--- config.mk ---
export PLATFORM = sky130hd
export DESIGN_NAME = lras_core
export DESIGN_NICKNAME = d
export VERILOG_FILES = /design/src/pkg/lras_pkg.sv /design/src/rtl/lras_core.sv
export SDC_FILE = /design/constraint.sdc
export NUM_CORES = 1
export LEC_CHECK = 0
export ABC_AREA = 1
export BUFFER_PORTS_ARGS = -buffer_cell sky130_fd_sc_hd__buf_2
export CAP_MARGIN = 20
export CORE_UTILIZATION = 39
export DETAILED_ROUTE_END_ITERATION = 7
export PLACE_DENSITY = 0.54
export SYNTH_ARGS = -nofsm -noshare
export SYNTH_HDL_FRONTEND = slang
export SYNTH_SLANG_ARGS = --single-unit
--- constraint.sdc ---
create_clock -name hclk -period 8 [get_ports hclk]
set_clock_uncertainty 0.05 [all_clocks]
set_input_delay 0.4 -clock hclk [delete_from_list [all_inputs] [get_ports hclk]]
set_output_delay 0.4 -clock hclk [all_outputs]
set_load 0.01 [all_outputs]
--- src/pkg/lras_pkg.sv ---
package lras_pkg;

    // ********************************************************************
    // Register map of the AHB-Lite slave (byte addresses)
    // ********************************************************************
    localparam logic [7:0]  REG_CTRL      = 8'h00;
    localparam logic [7:0]  REG_OSC_DIV   = 8'h04;
    localparam logic [7:0]  REG_STATUS    = 8'h08;
    localparam logic [7:0]  REG_SCROLL    = 8'h0c;

    // Field positions
    localparam int          CTRL_FONT6    = 0;
    localparam int          ST_BUSY       = 0;
    localparam int          ST_EXT        = 1;
    localparam int          ST_INC        = 2;
    localparam int          ST_SEL_LSB    = 4;
    localparam int          ST_AC_LSB     = 8;

    // ********************************************************************
    // Reset values
    // ********************************************************************
    localparam logic        RST_FONT6     = 1'b0;
    localparam logic        RST_EXT       = 1'b0;
    localparam logic        RST_INC       = 1'b1;
    localparam logic [6:0]  RST_AC        = 7'h00;

    // ********************************************************************
    // Timing: times in ns, oscillator ticks derived from reference rate
    // ********************************************************************
    localparam int          CLK_KHZ       = 250000;
    localparam int          FOSC_KHZ      = 160;
    localparam int          EXEC_NS       = 63000;
    localparam int          ADDR_UPDATE_DELAY_NS       = 9300;
    localparam int          EXEC_TICKS    = EXEC_NS * FOSC_KHZ / 1000000;
    localparam int          EXEC6_TICKS   = EXEC_TICKS * 6 / 5;
    localparam int          ADDR_UPDATE_DELAY_RAW      = ADDR_UPDATE_DELAY_NS * FOSC_KHZ / 1000000;
    localparam int          ADDR_UPDATE_DELAY_TICKS    = (ADDR_UPDATE_DELAY_RAW < 1) ? 1 : ADDR_UPDATE_DELAY_RAW;
    localparam int          OSC_DIV_DEF   = CLK_KHZ / FOSC_KHZ;

    // ********************************************************************
    // Types
    // ********************************************************************
    typedef enum logic [1:0] {SEL_DD, SEL_CG, SEL_SEG} lras_sel_t;

    typedef struct packed {
        logic       valid;  // One-cycle strobe
        logic       rd;     // 1 read, 0 write
        logic       rs;     // Register select
        logic [7:0] data;   // Instruction or write data
    } lras_instr_t;

    typedef struct packed {
        logic       valid;  // One-cycle strobe
        logic [7:0] data;   // Read answer
    } lras_resp_t;

endpackage : lras_pkg

--- src/rtl/lras_core.sv ---
`timescale 1ns/1ps

module lras_core #(
    parameter int OSC_DIV_RST = lras_pkg::OSC_DIV_DEF  // hclk per osc tick
) (
    input  wire logic                  hclk,          // System clock
    input  wire logic                  hresetn,       // Async reset, low
    input  wire logic                  hsel,          // AHB slave select
    input  wire logic [31:0]           haddr,         // AHB address
    input  wire logic [1:0]            htrans,        // AHB transfer type
    input  wire logic                  hwrite,        // AHB write
    input  wire logic [2:0]            hsize,         // AHB size, word only
    input  wire logic [31:0]           hwdata,        // AHB write data
    input  wire logic                  hready,        // AHB bus ready
    output logic [31:0]                hrdata,        // AHB read data
    output logic                       hreadyout,     // AHB slave ready
    output logic                       hresp,         // AHB response
    input  wire lras_pkg::lras_instr_t instr,         // Decoded transfer
    input  wire logic [1:0]            scan_state,    // Key scan state
    input  wire logic [4:0]            key_scan_data, // Key scan column
    output lras_pkg::lras_resp_t       resp,          // Read answer
    output logic                       busy_flag,     // Executing
    output logic                       ext_select,    // Extension set
    output logic [1:0]                 partial_scroll_chars, // Scroll chars
    output logic [4:0]                 horiz_dot_scroll      // Dot scroll
);

    // ********************************************************************
    // Types, storage and state
    // ********************************************************************
    typedef enum logic [1:0] {ST_IDLE, ST_BUSY, ST_ADDR_WAIT} lras_state_t;

    lras_state_t          state_q;
    logic [7:0]           dd_ram_q [64];
    logic [7:0]           cg_ram_q [64];
    logic [7:0]           seg_ram_q [16];
    lras_pkg::lras_sel_t  sel_q;
    logic [6:0]           ac_q;
    logic                 inc_q;
    logic                 ext_q;
    logic                 step_pend_q;
    logic [1:0]           ps_q;
    logic [4:0]           hds_q;
    logic                 font6_q;
    logic [15:0]          osc_div_q;
    logic [15:0]          div_cnt_q;
    logic [7:0]           tick_cnt_q;
    lras_pkg::lras_resp_t resp_q;
    logic                 ahb_pend_q;
    logic                 ahb_wr_q;
    logic [7:0]           ahb_addr_q;
    logic [31:0]          hrdata_q;
    logic                 hready_q;
    logic                 hresp_q;

    // Steps the counter within the width of the selected RAM
    function automatic logic [6:0] step_ac(input logic [6:0] ac,
                                           input logic       up);
        logic [6:0] nxt;
        nxt = up ? 7'(ac + 7'h01) : 7'(ac - 7'h01);
        step_ac = {1'b0, nxt[5:0]};
    endfunction : step_ac

    // ********************************************************************
    // Oscillator tick from hclk; rate set by software
    // ********************************************************************
    wire osc_tick = (div_cnt_q >= 16'(osc_div_q - 16'h0001));

    // Divider runs free so execution time scales with its period
    always_ff @(posedge hclk or negedge hresetn) begin
        if (!hresetn) begin
            div_cnt_q <= 16'h0000;
        end else begin
            div_cnt_q <= osc_tick ? 16'h0000 : 16'(div_cnt_q + 16'h0001);
        end
    end

    // ********************************************************************
    // Instruction decode
    // ********************************************************************
    // Taking follows the reported flag, so no instruction or RAM access is taken while
    // the host still reads busy_flag as 1 after execution has ended
    wire       can_take  = !busy_flag;
    wire [7:0] d         = instr.data;
    wire       wr_ins    = instr.valid && !instr.rd && !instr.rs;
    wire       take_ins  = wr_ins && can_take;
    wire       take_bf   = instr.valid && instr.rd && !instr.rs;
    wire       take_wram = instr.valid && !instr.rd && instr.rs && can_take;
    wire       take_rram = instr.valid && instr.rd && instr.rs && can_take;

    // Same opcode bits decode differently per extension state
    wire       op_dd     = take_ins && !ext_q && (d[7:6] == 2'b10);
    wire       op_cg     = take_ins && !ext_q && (d[7:6] == 2'b01);
    wire       op_scroll = take_ins && ext_q && d[7];
    wire       op_seg    = take_ins && ext_q && (d[7:4] == 4'b0100);
    wire       op_fset   = take_ins && (d[7:5] == 3'b001);
    wire       op_entry  = take_ins && (d[7:2] == 6'b000001);
    wire       start     = take_ins || take_wram || take_rram;
    wire       ram_acc   = take_wram || take_rram;
    wire       do_step   = ram_acc && (sel_q != lras_pkg::SEL_SEG);


    // A step still waiting is applied before a new access uses the counter
    wire [6:0] ac_now    = step_pend_q ? step_ac(ac_q, inc_q) : ac_q;
    wire [5:0] idx6      = ac_now[5:0];
    wire [3:0] idx4      = ac_now[3:0];


    // Execution length in osc ticks, longer with the six-dot font
    wire [7:0] exec_len  = font6_q ? 8'(lras_pkg::EXEC6_TICKS)
                                   : 8'(lras_pkg::EXEC_TICKS);
    wire [7:0] addr_update_delay_len  = 8'(lras_pkg::ADDR_UPDATE_DELAY_TICKS);

    // Read path follows the RAM that was addressed last

    wire [7:0] ram_rd    = (sel_q == lras_pkg::SEL_DD)  ? dd_ram_q[idx6] :
                           (sel_q == lras_pkg::SEL_CG)  ? cg_ram_q[idx6] :
                                                          seg_ram_q[idx4];

    // Final osc tick of the count now loaded
    wire       cnt_done  = osc_tick && (tick_cnt_q == 8'h01);

    // ********************************************************************
    // Execution sequencer: busy, then the delayed counter update
    // ********************************************************************
    always_ff @(posedge hclk or negedge hresetn) begin
        if (!hresetn) begin
            state_q    <= ST_IDLE;
            tick_cnt_q <= 8'h00;
        end else begin
            case (state_q)
                ST_IDLE, ST_ADDR_WAIT: begin
                    if (start) begin
                        state_q    <= ST_BUSY;
                        tick_cnt_q <= exec_len;
                    end else if (state_q == ST_ADDR_WAIT && cnt_done) begin
                        state_q    <= ST_IDLE;
                    end else if (osc_tick && tick_cnt_q != 8'h00) begin
                        tick_cnt_q <= 8'(tick_cnt_q - 8'h01);
                    end
                end
                ST_BUSY: begin
                    if (cnt_done) begin
                        // Busy drops; a pending counter step follows later
                        state_q    <= step_pend_q ? ST_ADDR_WAIT : ST_IDLE;
                        tick_cnt_q <= addr_update_delay_len;
                    end else if (osc_tick) begin
                        tick_cnt_q <= 8'(tick_cnt_q - 8'h01);
                    end
                end
                default: begin
                    state_q    <= ST_IDLE;
                    tick_cnt_q <= 8'h00;
                end
            endcase
        end
    end

    // ********************************************************************
    // Address counter, RAM selection and mode bits
    // ********************************************************************
    always_ff @(posedge hclk or negedge hresetn) begin
        if (!hresetn) begin
            ac_q        <= lras_pkg::RST_AC;
            sel_q       <= lras_pkg::SEL_DD;
            step_pend_q <= 1'b0;
            inc_q       <= lras_pkg::RST_INC;
            ext_q       <= lras_pkg::RST_EXT;
        end else begin
            if (op_dd) begin
                ac_q        <= {1'b0, d[5:0]};
                sel_q       <= lras_pkg::SEL_DD;
                step_pend_q <= 1'b0;
            end else if (op_cg) begin
                ac_q        <= {1'b0, d[5:0]};
                sel_q       <= lras_pkg::SEL_CG;
                step_pend_q <= 1'b0;
            end else if (op_seg) begin
                ac_q        <= {3'b000, d[3:0]};
                sel_q       <= lras_pkg::SEL_SEG;
                step_pend_q <= 1'b0;
            end else if (ram_acc) begin
                ac_q        <= ac_now;
                step_pend_q <= do_step;
            end else if (step_pend_q && state_q == ST_ADDR_WAIT
                         && cnt_done) begin
                ac_q        <= step_ac(ac_q, inc_q);
                step_pend_q <= 1'b0;
            end else if (step_pend_q && start) begin
                ac_q        <= ac_now;
                step_pend_q <= 1'b0;
            end

            // Mode bits change only on their own instructions
            if (op_fset) begin
                ext_q <= d[2];
            end
            if (op_entry) begin
                inc_q <= d[1];
            end
        end
    end

    // Scroll settings, only in the extension set
    always_ff @(posedge hclk or negedge hresetn) begin
        if (!hresetn) begin
            ps_q  <= 2'b00;
            hds_q <= 5'b00000;
        end else if (op_scroll) begin
            ps_q  <= d[6:5];
            hds_q <= d[4:0];
        end
    end

    // ********************************************************************
    // RAM storage, written at the current address
    // ********************************************************************
    // No reset on storage; contents are undefined until written
    always_ff @(posedge hclk) begin
        if (take_wram) begin
            case (sel_q)
                lras_pkg::SEL_DD:  dd_ram_q[idx6]  <= d;
                lras_pkg::SEL_CG:  cg_ram_q[idx6]  <= d;
                lras_pkg::SEL_SEG: seg_ram_q[idx4] <= d;
                default: ;
            endcase
        end
    end

    // ********************************************************************
    // Read answers to the transfer logic
    // ********************************************************************
    // Status read never waits on busy; a RAM read is ignored while busy
    always_ff @(posedge hclk or negedge hresetn) begin
        if (!hresetn) begin
            resp_q <= '0;
        end else begin
            resp_q.valid <= take_bf || take_rram;
            if (take_bf) begin
                resp_q.data <= {busy_flag, scan_state, key_scan_data};
            end else if (take_rram) begin
                resp_q.data <= ram_rd;
            end
        end
    end

    // ********************************************************************
    // AHB-Lite slave: one wait state, registered answer
    // ********************************************************************
    wire ahb_take = hsel && htrans[1] && hready;

    // Counter field may lag busy_flag by the late step of a RAM access
    wire [31:0] status_word = {16'h0000, 1'b0, ac_q,
                               2'b00, sel_q, 1'b0,
                               inc_q, ext_q, busy_flag};
    wire [31:0] reg_rd =
        (ahb_addr_q == lras_pkg::REG_CTRL)    ? {31'h0, font6_q} :
        (ahb_addr_q == lras_pkg::REG_OSC_DIV) ? {16'h0, osc_div_q} :
        (ahb_addr_q == lras_pkg::REG_STATUS)  ? status_word :
        (ahb_addr_q == lras_pkg::REG_SCROLL)  ? {25'h0, ps_q, hds_q} :
                                                32'h0000_0000;

    // Address phase captured; data phase one cycle later
    always_ff @(posedge hclk or negedge hresetn) begin
        if (!hresetn) begin
            ahb_pend_q <= 1'b0;
            ahb_wr_q   <= 1'b0;
            ahb_addr_q <= 8'h00;
            hready_q   <= 1'b1;
            hrdata_q   <= 32'h0000_0000;
            hresp_q    <= 1'b0;
        end else begin
            hresp_q <= 1'b0;
            if (ahb_pend_q) begin
                ahb_pend_q <= 1'b0;
                hready_q   <= 1'b1;
                hrdata_q   <= ahb_wr_q ? 32'h0000_0000 : reg_rd;
            end else if (ahb_take) begin
                ahb_pend_q <= 1'b1;
                ahb_wr_q   <= hwrite;
                ahb_addr_q <= haddr[7:0];
                hready_q   <= 1'b0;
            end
        end
    end

    // Register writes land in the first data-phase cycle, the wait state
    wire wr_ctrl = ahb_pend_q && ahb_wr_q
                   && (ahb_addr_q == lras_pkg::REG_CTRL);
    wire wr_div  = ahb_pend_q && ahb_wr_q
                   && (ahb_addr_q == lras_pkg::REG_OSC_DIV);

    // Font and oscillator rate steer the execution timing
    always_ff @(posedge hclk or negedge hresetn) begin
        if (!hresetn) begin
            font6_q   <= lras_pkg::RST_FONT6;
            osc_div_q <= 16'(OSC_DIV_RST);
        end else begin
            if (wr_ctrl) begin
                font6_q <= hwdata[lras_pkg::CTRL_FONT6];
            end
            if (wr_div) begin
                // Zero would stretch the tick to 65536 cycles; held at one instead
                osc_div_q <= (hwdata[15:0] == 16'h0000) ? 16'h0001
                                                        : hwdata[15:0];
            end
        end
    end

    // ********************************************************************
    // Outputs straight from flip-flops
    // ********************************************************************
    always_ff @(posedge hclk or negedge hresetn) begin
        if (!hresetn) begin
            busy_flag <= 1'b0;
        end else begin
            busy_flag <= (state_q == ST_BUSY) || start;
        end
    end

    assign hrdata               = hrdata_q;
    assign hreadyout            = hready_q;
    assign hresp                = hresp_q;
    assign resp                 = resp_q;
    assign ext_select           = ext_q;
    assign partial_scroll_chars = ps_q;
    assign horiz_dot_scroll     = hds_q;

endmodule : lras_core

; ---- Word level (Yosys, flattened, before mapping)
; Memory sizes are Yosys's and may differ from the RTL's.
; Cells that the tools add are included.
[classes]
n_mul = 0
add_sub_neg = 5
n_eq_ne = 19
order_cmp = 1
n_reduce_logical = 51
bitwise = 1
shifts = 0
mux = 53
n_div = 0
[op_table]
columns = op, count
row1 = $mux W16, 5
row2 = $mux W8, 9
row3 = $mux W7, 8
row4 = $logic_and A1 B1 Y1, 29
row5 = $mux W1, 19
row6 = $add A16 B1 Y16 const B, 1
row7 = $eq A8 B4 Y1 const B, 2
row8 = $ge A16 B16 Y1, 1
row9 = $logic_not A16 Y1, 1
row10 = $pmux W8 S2, 1
row11 = $sub A16 B1 Y16 const B, 1
row12 = $mux W15, 1
row13 = $mux W2, 7
row14 = $ne A3 B3 Y1 const B, 4
row15 = $eq A8 B1 Y1 const B, 1
row16 = $eq A8 B3 Y1 const B, 1
row17 = $logic_not A8 Y1, 1
row18 = $reduce_bool A8 Y1, 1
row19 = $sub A8 B1 Y8 const B, 1
row20 = $add A6 B1 Y6 const B, 1
row21 = $eq A2 B1 Y1 const B, 3
row22 = $eq A2 B2 Y1 const B, 3
row23 = $eq A6 B1 Y1 const B, 1
row24 = $mux W6, 1
row25 = other kinds (16), 27
[word_totals]
inputBits = 92
word_cells = 153
out_inout_bits = 52
memories = 3
ramBits = 1152
ff_bits = 115
latchBits = 0
mem_bits_ro = 0
[memory_table]
columns = memory, words, word_bits, read_ports, rd_ports_with_merged_regs, wr, line_no
row1 = cg_ram_q, 64, 8, 1, 0, 1, lras_core.sv:35  ; logic [7:0] cg_ram_q [64];
row2 = dd_ram_q, 64, 8, 1, 0, 1, lras_core.sv:34  ; logic [7:0] dd_ram_q [64];
row3 = seg_ram_q, 16, 8, 1, 0, 1, lras_core.sv:36  ; logic [7:0] seg_ram_q [16];

; ---- Logic depth before layout (Yosys ltp)
[depth]
word_depth = 13
depth_mapped = 22

; ---- Worst setup path after synthesis
; No wires, ideal clock.
[synth_path]
path_kind = register to register
startpoint = register osc_div_q[2]
endpoint = register tick_cnt_q[0]
arrival_time_ns = 3.117
path_stages_with_launch = 20
path_buffers = 0
synth_period_minus_slack_ns = 3.285
setup_slack_ns = 4.715
setup_ns = 0.118
path_cell_list = dfrtp_1 > nor2_1 > nand3_1 > nor3_1 > nand3_1 > nor3_1 > nand3_1 > xor2_1 > inv_1 > ha_1 > nand2_1 > inv_1 > nand3_1 > o221a_2 > nand2_2 > clkinv_1 > nand3_1 > nand2_1 > nand2_1 > nand2_1
[synth_between]
elab_chain_cells = 6
elab_cells_between_ends = 11
classes_between = 1 x add/sub / 1 x order compare / 3 x eq/ne / 2 x mux / 4 x reduce/logical
[synth_rtl]
columns = element, line_no
row1 = "start, declared", lras_core.sv:45  ; logic [15:0] osc_div_q;
row2 = "start signal, assigned", lras_core.sv:297  ; osc_div_q <= 16'(OSC_DIV_RST);
row3 = "start signal, assigned", lras_core.sv:304  ; osc_div_q <= (hwdata[15:0] == 16'h0000) ? 16'h0001
row4 = $sub A16 B1 Y16 *, lras_core.sv:67  ; wire osc_tick = (div_cnt_q >= 16'(osc_div_q - 16'h0001));
row5 = $ge A16 B16 Y1 *, lras_core.sv:67
row6 = $logic_and A1 B1 Y1, lras_core.sv:121  ; wire cnt_done = osc_tick && (tick_cnt_q == 8'h01);
row7 = $logic_and A1 B1 Y1, lras_core.sv:136  ; end else if (state_q == ST_ADDR_WAIT && cnt_done) begin
row8 = $ne A3 B3 Y1 (no line), --
row9 = $reduce_and A3 Y1 (no line), --
row10 = "end signal, assigned", lras_core.sv:135  ; tick_cnt_q <= exec_len;
row11 = "end signal, assigned", lras_core.sv:139  ; tick_cnt_q <= 8'(tick_cnt_q - 8'h01);
row12 = "end signal, assigned", lras_core.sv:146  ; tick_cnt_q <= addr_update_delay_len;
row13 = "end, declared", lras_core.sv:47  ; logic [7:0] tick_cnt_q;
; Every way passes the cells marked *; elsewhere a longest branch is shown, timed or not.
; A chain may end at the register's enable or synchronous reset.

; ---- Final worst setup path
[layout_path]
startpoint = register step_pend_q
endpoint = memory dd_ram_q[26][1], enable pin
[layout_between]
elab_chain_cells = 1
[layout_rtl]
columns = element, line_no
row1 = "start, declared", lras_core.sv:41  ; logic step_pend_q;
row2 = "start signal, assigned", lras_core.sv:184  ; step_pend_q <= do_step;
row3 = $mux W7, lras_core.sv:104  ; wire [6:0] ac_now = step_pend_q ? step_ac(ac_q, inc_q) : ac_q;
row4 = "end, declared", lras_core.sv:34
; No other way between the ends.

==> impl_results.md <==
- CP max stage cell: nor2_2
- Seq/Total Area, Yosys: 68.4%
- Max VDD drop: 0.385 mV
- Dpl hpwl: 83800 um
- Max_cap viols: 0
- Routed vias/inst: 5.00
- Hold Vio Cnt, Final: 0
- CP Class: register to register
- Ports: 144
- Post-synthesis compound-gate area fraction: 1.78%
- Setup tns final: 0 ns
- Post-Synth XOR/XNOR Area: 0.339%
- Most frequent cells after synthesis: nand2_1, edfxtp_1, nor2_1
- Lkg Pwr: 24.7 nW
- Final setup fails: 0
- Ys async rst share: 7.91%
- Placed cells: 7098
- Die Area: 0.141 mm2
- Slew Limit Fails: 0
- Antenna Nets Post-Route: 0
- CP arrival: 5.30 ns
- Starting Density: 39.4%
- Maximum clock frequency: 202 MHz
- Clk_lat worst skew: 0.78 ns
- Critical Path RT: 8.34 ns
- Post-synthesis adder-cell area fraction: 0.591%
- Root Buffer: clkbuf_16
- Simple-Gate Fraction of Synth Area: 25.6%
- Post-synth EDFFs: 1152
- Vias in the first global route: 35256
- Max layer used: met4
- # diodes: 0
- Element type at the critical path end: register
- Measured slew at the worst slew-check pin: 1.28 ns
- Vias: 36909
- # port buffers: 82
- H-tree Lvls: 4
- M1 wire length: 66800 um
- Yosys warning total: 0
- Syn_area_per_cell: 10.0 um2
- Layout area overhead: 12.5%
- Count of cell types in the netlist: 49
- Post-layout min period: 4.96 ns
- GRT Overall Usage: 21.1%
- Met3 WL: 8620 um
- First-pass GRT wire length: 223000 um
- Share of layout cells above drive strength 1: 6.62%
- Largest cells by area after synthesis: edfxtp_1, nand2_1, dfrtp_1, nand3_1, nor2_1
- CTS tree: yes
- Worst-case clock buffer depth: 3
- Die width: 375 um
- Count leader, synth: nand2_1
- DR pass1 iterations: 8
- Die height: 375 um
- Status: finished, final reports clean
- PwrDens: 384 mW/mm2
- Crit-path max FO: 100
- Yosys reg bits: 1251
- Wire length on met2: 69200 um
- Cell mode on critical path: buf_4
- Largest net degree at the start of global routing: 160
- Main flop type after synthesis: edfxtp_1
- Hold Path Class: primary input to register
- Std-Cell Core Area: 0.138 mm2
- Rows: 136
- Nets: 5597
- Post-synth top area cell: edfxtp_1
- Setup repair after global routing missed its margin: false
- Drc violations: 0
- Placer Congestion: 0.814
- Setup repair bufs after CTS: 0
- Critical path's largest stage delay: 0.82 ns
- Mux cell area share after synthesis: 0%
- Tcrit/Tclk final: 62.0%
- Slew HR: 14.5%
- Post-Synthesis Cells: 5417
- Initial antenna violation count: 1
- Fin cells: 7379
- Clk slew on worst S/H paths: 0.06 ns
- Clock Sink Count: 1251
- WL/cell: 20.1 um
- CP startpoint kind: register
- DRT Wirelength: 148000 um
- Post-Syn Area: 0.0542 mm2
- Critical path cell sequence: inv_2 > nand2_1 > buf_4 > nand2_8 > nor2_4 > buf_4 > inv_1 > nor2_2 > buf_4 > nand2_1 > nor2_1
- Total grt overflow: 0
- Num CTS Buffers: 136
- Main combinational cell family by area after synthesis: simple AND/OR/NAND/NOR gates
- Area share of the largest cell type after synthesis: 63.8%
- DRT iter0 DRCs: 3054
==> per-layer routing <==
metal | GRT usage, % | vias up
met5 | 0 | -
met4 | 6.51 | 0
met3 | 3.61 | 232
met2 | 33.9 | 982
met1 | 29.1 | 17813
li1 | - | 17882
==> final timing paths <==
kind | from | endpoint | slack, ns | cells past startpoint
max in group asynchronous | hresetn | resp[1]$_DFFE_PN0P_ | 6.60 | 3
worst min register to register | ahb_addr_q[0]$_DFFE_PN0P_ | ahb_addr_q[0]$_DFFE_PN0P_ | 0.42 | 2
min in group asynchronous | hresetn | osc_div_q[8]$_DFFE_PN0P_ | 0.09 | 2
worst max register to register | step_pend_q$_DFFE_PN0P_ | dd_ram_q[26][1]$_DFFE_PP_ | 3.04 | 11
worst max-delay path | step_pend_q$_DFFE_PN0P_ | dd_ram_q[26][1]$_DFFE_PP_ | 3.04 | 11
worst min-delay path | instr[6] | cg_ram_q[26][6]$_DFFE_PP_ | 0.04 | 1
==> cells by family (layout without fill, tap and decap cells) <==
group / Yosys count / count (layout)
compound gates: 164 / 164
xor+xnor: 21 / 21
fa+ha+maj: 25 / 25
buf+inv: 370 / 522
flops: 1251 / 1251
other cells: 1 / 17
simple gates: 3585 / 3585
==> power by group <==
part	internal [mW]	switching, mW	leakage [nW]
Sequential	7.27	0.120	11.6
Clock	3.70	2.58	2.17
Combinational	2.42	7.30	11.0
==> worst max-delay path: cells and delay by family, from the launching register on <==
family,cells,cell delay [ns]
flops,1,0.65
simple gates,6,2.32
buf+inv,5,1.48
==> registers in the layout (all words and copies together), names as in the netlist, 2 cells and up <==
register,flops
sel_q,2
osc_div_q,16
partial_scroll_chars,2
cg_ram_q,512
state_q,2
horiz_dot_scroll,5
div_cnt_q,16
dd_ram_q,512
seg_ram_q,128
hrdata,16
tick_cnt_q,8
ac_q,7
resp,9
ahb_addr_q,8
==> area by class of cell <==
class / instances / area [um2]
clock buffers: 177 / 3760
fillers: 12951 / 76700
flip-flops and latches: 1251 / 37100
repair buffers: 175 / 1340
clock inverters: 66 / 676
multi-input cells: 3812 / 15500
well taps: 1794 / 2240
inverters: 104 / 393
==> layout by cell type (no fill, tap or decap), types with 49 or more instances in the layout <==
cell type	instances
nand3_1	198
dfrtp_1	92
inv_1	98
buf_4	49
clkbuf_16	144
buf_2	74
edfxtp_1	1152
o21ai_0	73
nor2_1	228
nand2_1	3077
==> through the flow <==
step / setup WS, ns / area, um2 / utilization (%) / hold WS [ns] / total power, mW
final: 3.04 / 61000 / 44.3 / 0.0365 / 23.4
after global routing: 2.82 / 61000 / 44.3 / 0.0386 / 24.8
after CTS: 3.05 / 61000 / 44.3 / 0.00829 / 23.5
after detailed placement: 3.06 / 56200 / 40.8 / 0.350 / 17.2
after global placement: 3.03 / 56200 / 40.8 / 0.351 / 17.2
after floorplan: 4.71 / 54300 / - / 0.0544 / 13.8
==> timing repair <==
action,CTS,global route
gates resized for setup,0,0
setup endpoints to repair,0,0
hold endpoints to repair,71,0
hold buffers,35,0
Power figures use the tool's default switching activity.
